### config.mk
export PLATFORM = sky130hd
export DESIGN_NAME = ptr_port_ctrl
export DESIGN_NICKNAME = d
export VERILOG_FILES = /design/src/shared/ptr_pkg.sv /design/src/rtl/ptr_port_ctrl.sv
export SDC_FILE = /design/constraint.sdc
export NUM_CORES = 1
export LEC_CHECK = 0
export ABC_AREA = 1
export BUFFER_PORTS_ARGS = -buffer_cell sky130_fd_sc_hd__clkbuf_2
export CELL_PAD_IN_SITES_DETAIL_PLACEMENT = 2
export CELL_PAD_IN_SITES_GLOBAL_PLACEMENT = 2
export CORE_MARGIN = 5
export CORE_UTILIZATION = 28
export CTS_CLUSTER_SIZE = 28
export DETAILED_ROUTE_END_ITERATION = 12
export PLACE_DENSITY_LB_ADDON = 0.1
export SLEW_MARGIN = 20
export SYNTH_ARGS = -nofsm -noshare
export SYNTH_HDL_FRONTEND = slang
export SYNTH_SLANG_ARGS = --single-unit
### constraint.sdc
create_clock -name sys_clk_i -period 3.5 [get_ports sys_clk_i]
set_clock_uncertainty 0.05 [all_clocks]
set_input_delay 0.175 -clock sys_clk_i [delete_from_list [all_inputs] [get_ports sys_clk_i]]
set_output_delay 0.175 -clock sys_clk_i [all_outputs]
set_load 0.02 [all_outputs]
### src/shared/ptr_pkg.sv
// Shared constants for the routed general-purpose port controller.
// Assumes a 32-bit Avalon-MM register bus with byte addresses and one word per register.
package ptr_pkg;

  // ----------------------------------------------------------------
  // Widths
  // ----------------------------------------------------------------
  localparam int unsigned PTR_ADDR_W = 8;
  localparam int unsigned PTR_DATA_W = 32;
  localparam int unsigned PTR_PORT_W = 8;

  // ----------------------------------------------------------------
  // Register byte offsets
  // ----------------------------------------------------------------
  localparam logic [7:0] PTR_OFS_DATA = 8'h00;
  localparam logic [7:0] PTR_OFS_INPUT = 8'h04;
  localparam logic [7:0] PTR_OFS_DIR = 8'h08;
  localparam logic [7:0] PTR_OFS_DRIVE = 8'h0c;
  localparam logic [7:0] PTR_OFS_PULL_EN = 8'h10;
  localparam logic [7:0] PTR_OFS_PULL_POL = 8'h14;
  localparam logic [7:0] PTR_OFS_RSVD = 8'h18;
  localparam logic [7:0] PTR_OFS_ROUTE = 8'h1c;

  // ----------------------------------------------------------------
  // Reset values and field layout
  // ----------------------------------------------------------------
  localparam logic [7:0] PTR_RST_CFG = 8'h00;
  localparam logic [7:0] PTR_RSVD_VALUE = 8'h00;
  // Routing bit 3 has no function and is kept at zero
  localparam logic [7:0] PTR_ROUTE_MASK = 8'hf7;
  localparam logic [31:0] PTR_RDATA_ZERO = 32'h0000_0000;
  localparam int unsigned PTR_PWM_LO = 4;
  localparam int unsigned PTR_TIM_ROUTE_HI = 2;
  localparam int unsigned PTR_API_BIT = 5;

endpackage : ptr_pkg

### src/rtl/ptr_port_ctrl.sv
// Pin control and routing for one 8-bit port shared with timer, routed PWM and wakeup output.
// Assumes synchronous pin inputs, one 100 MHz clock and an Avalon-MM master with waitrequest.
//
// Operation
// [RULE1] Input register returns live buffered pin states
// [RULE2] Input register writes ignored, reads always allowed
// [RULE3] Direction one drives pin, zero releases it
// [RULE4] Enabled timer compare forces output, direction untouched
// [RULE5] Routed PWM forces bits 7..4 next
// [RULE6] Wakeup output forces bit 5 last
// [RULE7] Reduced drive selects fifth strength, outputs only
// [RULE8] Reduced drive applies whatever function drives pin
// [RULE9] Pull enable acts only while pin inputs
// [RULE10] Polarity one pulls down, zero pulls up
// [RULE11] Reserved register reads zero, ignores writes
// [RULE12] Routing 7..4 one puts PWM here
// [RULE13] Routing 2..0 one moves timer away
// [RULE14] Configuration registers accessible at any time
// [RULE15] Data read: register if output, else pin
// [RULE16] Output priority timer, PWM, wakeup, data
// [RULE17] Configuration resets zero; routing bit three zero
//
// Local design decisions: the Avalon-MM interface to the registers and the address map.
`timescale 1ns/1ps

module ptr_port_ctrl
  import ptr_pkg::*;
(
  // Clock and reset
  input wire logic sys_clk_i,
  input wire logic rst_i,
  // Avalon-MM slave
  input wire logic [ptr_pkg::PTR_ADDR_W-1:0] avs_address_i,
  input wire logic avs_read_i,
  input wire logic avs_write_i,
  input wire logic [ptr_pkg::PTR_DATA_W-1:0] avs_writedata_i,
  output logic [ptr_pkg::PTR_DATA_W-1:0] avs_readdata_o,
  output logic avs_waitrequest_o,
  // Pins of this port
  input wire logic [ptr_pkg::PTR_PORT_W-1:0] pin_in_i,
  output logic [ptr_pkg::PTR_PORT_W-1:0] pin_out_o,
  output logic [ptr_pkg::PTR_PORT_W-1:0] pin_oe_o,
  output logic [ptr_pkg::PTR_PORT_W-1:0] pin_reduced_drive_o,
  output logic [ptr_pkg::PTR_PORT_W-1:0] pin_pull_en_o,
  output logic [ptr_pkg::PTR_PORT_W-1:0] pin_pull_down_o,
  // Timer, PWM and wakeup peripherals
  input wire logic [7:0] tim_oc_en_i,
  input wire logic [7:0] tim_out_i,
  input wire logic [7:4] pwm_en_i,
  input wire logic [7:4] pwm_out_i,
  input wire logic api_en_i,
  input wire logic api_out_i,
  // Channels handed to the second port
  output logic [7:4] sp_pwm_en_o,
  output logic [7:4] sp_pwm_out_o,
  output logic [2:0] sp_tim_en_o,
  output logic [2:0] sp_tim_out_o
);

  import ptr_pkg::*;

  // ----------------------------------------------------------------
  // Register state
  // ----------------------------------------------------------------
  logic [7:0] data_r, data_nxt;
  logic [7:0] dir_r, dir_nxt;
  logic [7:0] drive_r, drive_nxt;
  logic [7:0] pull_en_r, pull_en_nxt;
  logic [7:0] pull_pol_r, pull_pol_nxt;
  logic [7:0] route_r, route_nxt;
  logic [31:0] rdata_r, rdata_nxt;
  logic wait_r, wait_nxt;
  logic req;
  logic done;
  logic [7:0] rd_byte;
  logic [7:0] data_view;

  // ----------------------------------------------------------------
  // Bus slave and register file
  // ----------------------------------------------------------------
  // Every access takes exactly one wait cycle; the answer is registered so
  // readdata and waitrequest both come straight from flip-flops.
  assign req = avs_read_i | avs_write_i;
  assign done = req & ~wait_r;
  assign data_view = (dir_r & data_r) | (~dir_r & pin_in_i);  // [RULE15]

  always_comb
  begin
    data_nxt = data_r;
    dir_nxt = dir_r;
    drive_nxt = drive_r;
    pull_en_nxt = pull_en_r;
    pull_pol_nxt = pull_pol_r;
    route_nxt = route_r;
    rdata_nxt = rdata_r;
    wait_nxt = ~(req & wait_r);
    rd_byte = 8'h00;
    unique case (avs_address_i)
      PTR_OFS_DATA: rd_byte = data_view;
      PTR_OFS_INPUT: rd_byte = pin_in_i;  // [RULE1]
      PTR_OFS_DIR: rd_byte = dir_r;
      PTR_OFS_DRIVE: rd_byte = drive_r;
      PTR_OFS_PULL_EN: rd_byte = pull_en_r;
      PTR_OFS_PULL_POL: rd_byte = pull_pol_r;
      PTR_OFS_RSVD: rd_byte = PTR_RSVD_VALUE;  // [RULE11]
      PTR_OFS_ROUTE: rd_byte = route_r & PTR_ROUTE_MASK;
      default: rd_byte = 8'h00;
    endcase
    if (avs_read_i && wait_r)
    begin
      rdata_nxt = {24'h00_0000, rd_byte};
    end
    // Writes land on the completing edge; input and reserved slots drop them
    if (avs_write_i && !wait_r)
    begin
      unique case (avs_address_i)
        PTR_OFS_DATA: data_nxt = avs_writedata_i[7:0];
        PTR_OFS_DIR: dir_nxt = avs_writedata_i[7:0];
        PTR_OFS_DRIVE: drive_nxt = avs_writedata_i[7:0];  // [RULE14]
        PTR_OFS_PULL_EN: pull_en_nxt = avs_writedata_i[7:0];  // [RULE14]
        PTR_OFS_PULL_POL: pull_pol_nxt = avs_writedata_i[7:0];  // [RULE14]
        PTR_OFS_ROUTE: route_nxt = avs_writedata_i[7:0] & PTR_ROUTE_MASK;  // [RULE17]
        default: data_nxt = data_r;  // [RULE2] [RULE11]
      endcase
    end
  end

  always_ff @(posedge sys_clk_i)
  begin
    if (rst_i)
    begin
      data_r <= PTR_RST_CFG;  // [RULE17]
      dir_r <= PTR_RST_CFG;
      drive_r <= PTR_RST_CFG;
      pull_en_r <= PTR_RST_CFG;
      pull_pol_r <= PTR_RST_CFG;
      route_r <= PTR_RST_CFG;
      rdata_r <= PTR_RDATA_ZERO;
      wait_r <= 1'b1;
    end
    else
    begin
      data_r <= data_nxt;
      dir_r <= dir_nxt;
      drive_r <= drive_nxt;
      pull_en_r <= pull_en_nxt;
      pull_pol_r <= pull_pol_nxt;
      route_r <= route_nxt;
      rdata_r <= rdata_nxt;
      wait_r <= wait_nxt;
    end
  end

  assign avs_readdata_o = rdata_r;
  assign avs_waitrequest_o = wait_r;

  // ----------------------------------------------------------------
  // Per-pin function selection
  // ----------------------------------------------------------------
  logic [7:0] tim_here, pwm_here, api_here, pwm_val;
  logic [7:0] force_w, oe_w, val_w;

  for (genvar gi = 0; gi < 8; gi++)
  begin : g_pin
    if (gi <= PTR_TIM_ROUTE_HI)
    begin : g_tim_rt
      assign tim_here[gi] = tim_oc_en_i[gi] & ~route_r[gi];  // [RULE13]
    end
    else
    begin : g_tim_fix
      assign tim_here[gi] = tim_oc_en_i[gi];
    end
    if (gi >= PTR_PWM_LO)
    begin : g_pwm
      assign pwm_here[gi] = pwm_en_i[gi] & route_r[gi];  // [RULE12]
      assign pwm_val[gi] = pwm_out_i[gi];
    end
    else
    begin : g_nopwm
      // Lower pins have no PWM channel, so nothing out of range is ever selected
      assign pwm_here[gi] = 1'b0;
      assign pwm_val[gi] = 1'b0;
    end
    if (gi == PTR_API_BIT)
    begin : g_api
      assign api_here[gi] = api_en_i;
    end
    else
    begin : g_noapi
      assign api_here[gi] = 1'b0;
    end
    // Forcing never touches dir_r, so software sees its own direction back
    assign force_w[gi] = tim_here[gi] | pwm_here[gi] | api_here[gi];  // [RULE4] [RULE5] [RULE6]
    assign oe_w[gi] = dir_r[gi] | force_w[gi];  // [RULE3]
    assign val_w[gi] = tim_here[gi] ? tim_out_i[gi] :
                       pwm_here[gi] ? pwm_val[gi] :
                       api_here[gi] ? api_out_i : data_r[gi];  // [RULE16]
  end

  // ----------------------------------------------------------------
  // Registered pin and hand-over outputs
  // ----------------------------------------------------------------
  // One cycle of latency is paid so that every pad control is glitch free.
  logic [7:0] out_r, out_nxt, oe_r, oe_nxt, rdrv_r, rdrv_nxt;
  logic [7:0] pe_r, pe_nxt, pd_r, pd_nxt;
  logic [7:4] spe_r, spe_nxt, spo_r, spo_nxt;
  logic [2:0] ste_r, ste_nxt, sto_r, sto_nxt;

  always_comb
  begin
    out_nxt = val_w;
    oe_nxt = oe_w;
    rdrv_nxt = drive_r & oe_w;  // [RULE7] [RULE8]
    pe_nxt = pull_en_r & ~oe_w;  // [RULE9]
    pd_nxt = pull_pol_r & pull_en_r & ~oe_w;  // [RULE10]
    spe_nxt = pwm_en_i & ~route_r[7:4];  // [RULE12]
    spo_nxt = pwm_out_i;
    ste_nxt = tim_oc_en_i[2:0] & route_r[2:0];  // [RULE13]
    sto_nxt = tim_out_i[2:0];
  end

  always_ff @(posedge sys_clk_i)
  begin
    if (rst_i)
    begin
      out_r <= PTR_RST_CFG;
      oe_r <= PTR_RST_CFG;
      rdrv_r <= PTR_RST_CFG;
      pe_r <= PTR_RST_CFG;
      pd_r <= PTR_RST_CFG;
      spe_r <= 4'h0;
      spo_r <= 4'h0;
      ste_r <= 3'h0;
      sto_r <= 3'h0;
    end
    else
    begin
      out_r <= out_nxt;
      oe_r <= oe_nxt;
      rdrv_r <= rdrv_nxt;
      pe_r <= pe_nxt;
      pd_r <= pd_nxt;
      spe_r <= spe_nxt;
      spo_r <= spo_nxt;
      ste_r <= ste_nxt;
      sto_r <= sto_nxt;
    end
  end

  assign pin_out_o = out_r;
  assign pin_oe_o = oe_r;
  assign pin_reduced_drive_o = rdrv_r;
  assign pin_pull_en_o = pe_r;
  assign pin_pull_down_o = pd_r;
  assign sp_pwm_en_o = spe_r;
  assign sp_pwm_out_o = spo_r;
  assign sp_tim_en_o = ste_r;
  assign sp_tim_out_o = sto_r;

  // ----------------------------------------------------------------
  // Assertions
  // ----------------------------------------------------------------
  a_input_read_live: assert property (@(posedge sys_clk_i) disable iff (rst_i)  // [RULE1]
    (avs_read_i && wait_r && avs_address_i == PTR_OFS_INPUT)
    |=> (!avs_waitrequest_o && avs_readdata_o[7:0] == $past(pin_in_i)))
    else $error("input register read did not return pin state");

  a_input_write_ignored: assert property (@(posedge sys_clk_i) disable iff (rst_i)  // [RULE2]
    (done && avs_write_i && avs_address_i == PTR_OFS_INPUT)
    |=> ($stable(data_r) && $stable(dir_r) && $stable(drive_r) && $stable(pull_en_r)
         && $stable(pull_pol_r) && $stable(route_r)))
    else $error("write to input register changed state");

  a_dir_drives_out: assert property (@(posedge sys_clk_i) disable iff (rst_i)  // [RULE3]
    (dir_r[0] || tim_oc_en_i[0] && !route_r[0]) |=> pin_oe_o[0])
    else $error("output enable missing on pin 0");

  a_timer_forces_pin: assert property (@(posedge sys_clk_i) disable iff (rst_i)  // [RULE4] [RULE16]
    (tim_oc_en_i[7] && !dir_r[7])
    |=> (pin_oe_o[7] && pin_out_o[7] == $past(tim_out_i[7]) && !dir_r[7]))
    else $error("timer did not take pin 7");

  a_pwm_forces_pin: assert property (@(posedge sys_clk_i) disable iff (rst_i)  // [RULE5] [RULE12]
    (pwm_en_i[6] && route_r[6] && !tim_oc_en_i[6])
    |=> (pin_oe_o[6] && pin_out_o[6] == $past(pwm_out_i[6]) && !sp_pwm_en_o[6]))
    else $error("routed pwm did not take pin 6");

  a_api_forces_pin: assert property (@(posedge sys_clk_i) disable iff (rst_i)  // [RULE6]
    (api_en_i && !tim_oc_en_i[5] && !(pwm_en_i[5] && route_r[5]))
    |=> (pin_oe_o[5] && pin_out_o[5] == $past(api_out_i)))
    else $error("wakeup output did not take pin 5");

  a_drive_only_out: assert property (@(posedge sys_clk_i) disable iff (rst_i)  // [RULE7] [RULE8]
    ((pin_reduced_drive_o & ~pin_oe_o) == 8'h00)
    and (drive_r[4] && pwm_en_i[4] && route_r[4] |=> pin_reduced_drive_o[4]))
    else $error("reduced drive wrong");

  a_pull_only_in: assert property (@(posedge sys_clk_i) disable iff (rst_i)  // [RULE9] [RULE10]
    ((pin_pull_en_o & pin_oe_o) == 8'h00)
    and (pull_en_r[1] && !oe_w[1] |=> pin_pull_en_o[1] && pin_pull_down_o[1] == $past(pull_pol_r[1])))
    else $error("pull device control wrong");

  a_rsvd_reads_zero: assert property (@(posedge sys_clk_i) disable iff (rst_i)  // [RULE11]
    (avs_read_i && wait_r && avs_address_i == PTR_OFS_RSVD) |=> avs_readdata_o == PTR_RDATA_ZERO)
    else $error("reserved register read non-zero");

  a_timer_rerouted: assert property (@(posedge sys_clk_i) disable iff (rst_i)  // [RULE13]
    (tim_oc_en_i[2] && route_r[2] && !dir_r[2]) |=> (sp_tim_en_o[2] && !pin_oe_o[2]))
    else $error("timer channel 2 not moved to second port");

  a_cfg_write_lands: assert property (@(posedge sys_clk_i) disable iff (rst_i)  // [RULE14]
    (done && avs_write_i && avs_address_i == PTR_OFS_PULL_POL)
    |=> pull_pol_r == $past(avs_writedata_i[7:0]))
    else $error("polarity write lost");

  a_data_read_view: assert property (@(posedge sys_clk_i) disable iff (rst_i)  // [RULE15]
    (avs_read_i && wait_r && avs_address_i == PTR_OFS_DATA)
    |=> avs_readdata_o[7:0] == (($past(dir_r) & $past(data_r)) | (~$past(dir_r) & $past(pin_in_i))))
    else $error("data register read source wrong");

  a_route_bit3_zero: assert property (@(posedge sys_clk_i) disable iff (rst_i)  // [RULE17]
    route_r[3] == 1'b0)
    else $error("routing bit 3 set");

  a_wait_one_cycle: assert property (@(posedge sys_clk_i) disable iff (rst_i)
    (req && wait_r) |=> !avs_waitrequest_o ##1 avs_waitrequest_o)
    else $error("bus answer timing wrong");

endmodule : ptr_port_ctrl

==> results.md <==
- Status: completed
- IO buf count: ~120
- Reg2reg start: avs_waitrequest_o$_SDFF_PP1_
- Flop pwr share: 47.2%
- Switching Fraction: 24.3%
- Worst Tran Pin Value: 875 ps
- Root Buffer: clkbuf_16
- Via count: 4359
- Post-synthesis cell count: 600
- Setup TNS: 0 ps
- Pin count of the biggest net entering global routing: 47
- Placer Congestion: 0.749
- Initial antenna violation count: 0
- Wire per inst: 16.5 microns
- Yosys Warn Count: 0
- Vias in the first global route: slightly below 5000
- P_sw: 656 uW
- Seq/Total Area, Yosys: 48.8%
- Clock power share: between 40 and 50%
- Syn_area_per_cell: 7.52 sq um
- Worst R2R End: pull_en_r[3]$_SDFFE_PP0P_
- Die W: 137 microns
- Crit path launch type: input port
- Hpwl dp: between 10000 and 15000 microns
- Period Utilization, post-route: 57.8%
- CP max FO: 16
- TritonCTS clock tree: built
- Clock latency on the worst-skew pair: between 300 and 400 ps
- Netlist Area Pre-Place: between 4000 and 5000 sq um
- Synth cell types: 27
- Layout cells sized above 1: 20.9%
- Int Power: 2040 uW
- Htree depth: 3
- Total GRT Usage: 16.9%
- # diodes: 0
- Site Rows: 46
- Antenna Nets Post-Route: 0
- Synthesized flop and latch total: 110
- Endpoint of the worst hold path: pin_out_o[6]$_SDFF_PP0_
- Worst reg-to-reg path cell count: 5
- Setup violations, final: 0
- Fin Hold WS: 15.2 ps
- Hold Fails Final Rpt: 0
- Initial Util: 28.5%
- Vias per cell: 4.59
- I/O pin count: 165
- LEAKAGE: around 0.0027 uW
- Grt ovf: 0
- Number of max-cap violations: 0
- Worst min-delay path class: input port to register
- Relative slew slack: approximately two fifths
- CTS max path bufs: 2
- HP Start: tim_oc_en_i[6]
- Worst vdd ir: 212 uV
- Req. time, crit path: 3730 ps
- Arr. time, crit path: around 2300 ps
- CTS Buf Count: 9
- DRC: 0
- Commonest non-fill, non-tap cell in the layout: clkbuf_2
- Clock period minus worst slack: roughly 2000 ps
- Fin. max-slew vios: 0
- Nets: 806
- RSZ-0062 raised after global routing: false
- Clk slew on worst S/H paths: approximately 70 ps
- Die area: 18800 sq um
- Area grow syn2layout: 26.8%
- CP Capture Type: register
- Core area: approximately 16000 sq um
- 1st-iter DRT viols: 122
- Power Density: 472 nW/um^2
- Hold-critical path depth: 3
- Clock Sinks: 110
- Final Util: 36.2%
- Critical path class: input port to register
- First-pass GRT wire length: 24700 microns
- Reg2reg setup slack: ~1600 ps
- Logic pwr share: slightly above 8%
- Fmax: 494 MHz
- Commonest non-fill, non-tap cells in the layout: 116 x clkbuf_2, 110 x dfxtp_1, 88 x nand2_1, 80 x inv_1, 63 x nor2_1
- Die height: 137 microns
- Router iterations before antenna repair: 5
- Routed wire length: 15700 microns
[worst max-delay path, cell delays in order]
cell           delay (ps)
dlygate4sd3_1         520
clkbuf_2              100
inv_1                  60
nor2_4                180
inv_2                 100
nor4_4                740
o21ai_0               220
a21oi_1               160
[Yosys cell counts]
cell      number  share of area [%]
nor4_1         2               0.28
nor2_1        63                5.2
and2_1         2               0.28
clkbuf_1       9               0.75
buf_1          3               0.25
nor4_4         1               0.47
nand2_1       88                7.3
inv_1         80                6.7
o211ai_1       4               0.67
buf_4         29                4.8
o21ai_0       61                6.8
a21oi_1       59                6.5
or2_2          1               0.14
nor2_2         2               0.28
nand3_1       46                5.1
nor3b_1        4               0.67
a31oi_1        1               0.14
nand2_2        4               0.55
dfxtp_1      110                 49
o21ai_1        2               0.22
buf_2          3               0.33
inv_2          3               0.25
nand4_1        1               0.14
nor2_4         5                1.2
buf_6          2               0.50
conb_1         1              0.083
nor3_1        14                1.6
[registers in the layout, indices dropped and copies added (netlist names), 8 cells and up]
name and cells:
pin_reduced_drive_o 8, drive_r 8, avs_readdata_o 8, pin_oe_o 8
pull_pol_r 8, pull_en_r 8, dir_r 8, pin_pull_en_o 8
pin_pull_down_o 8, data_r 8, pin_out_o 8
[how the worst max path moves through the flow]
stage	start	to	slack, ps	cells past startpoint
3_3_place_gp	avs_address_i[0]	drive_r[3]$_SDFFE_PP0P_	1300	7
6_report	avs_write_i	pull_en_r[3]$_SDFFE_PP0P_	1480	8
5_1_grt	avs_write_i	pull_en_r[7]$_SDFFE_PP0P_	1300	8
4_1_cts	avs_write_i	pull_en_r[3]$_SDFFE_PP0P_	1470	8
3_5_place_dp	avs_address_i[0]	drive_r[1]$_SDFFE_PP0P_	1240	7
2_1_floorplan	avs_waitrequest_o$_SDFF_PP1_	pull_en_r[5]$_SDFFE_PP0P_	2110	6
[kinds of logic (layout without fill, tap and decap cells)]
family,after synthesis,in the layout,share of synthesized area [%]
compound gates,127,127,14.3
buf+inv,129,239,13.6
flops,110,110,48.8
other cells,1,24,0.0831
simple gates,233,233,23.3
[per-layer routing]
| layer | wire length [microns] | GRT usage, % |
|---|---|---|
| met5 | 0 | 0 |
| met4 | 181 | 4.60 |
| met2 | 8170 | 31.3 |
| met1 | 6640 | 19.8 |
| met3 | 663 | 3.42 |
[layout make-up]
class                           instances  area (sq um)
Fill cell                            1919         10100
Clock buffer                            9           225
Inverter                               83           312
Multi-Input combinational cell        384          1790
Sequential cell                       110          2200
Tap cell                              216           270
Timing Repair Buffer                  140           808
Clock inverter                          7           120
[through the flow]
| stage | std cells | total power (uW) | area, sq um | worst slack (ps) |
|---|---|---|---|---|
| after global routing | 949 | 2800 | 5720 | 1300 |
| after detailed placement | 914 | 1510 | 5190 | 1240 |
| after CTS | 949 | 2730 | 5720 | 1470 |
| after global placement | 914 | 1500 | 5190 | 1300 |
| after floorplan | 623 | 1450 | 4600 | 2110 |
| final | 949 | 2700 | 5720 | 1480 |
[repair_timing]
action	in CTS	in global routing
hold buffers	19	0
gates resized for setup	0	0
endpoints found under the hold margin	17	0
buffers inserted	0	0
[power by group through the flow]
| stage | registers (uW) | clock network [uW] | logic [uW] |
|---|---|---|---|
| after global placement | 1300 | 0 | 201 |
| final | 1280 | 1200 | 221 |
| after global routing | 1280 | 1280 | 246 |
| after CTS | 1280 | 1230 | 225 |
| after detailed placement | 1310 | 0 | 207 |
| after floorplan | 1330 | 0 | 119 |
Note: power is estimated with default switching activity, not from simulation.
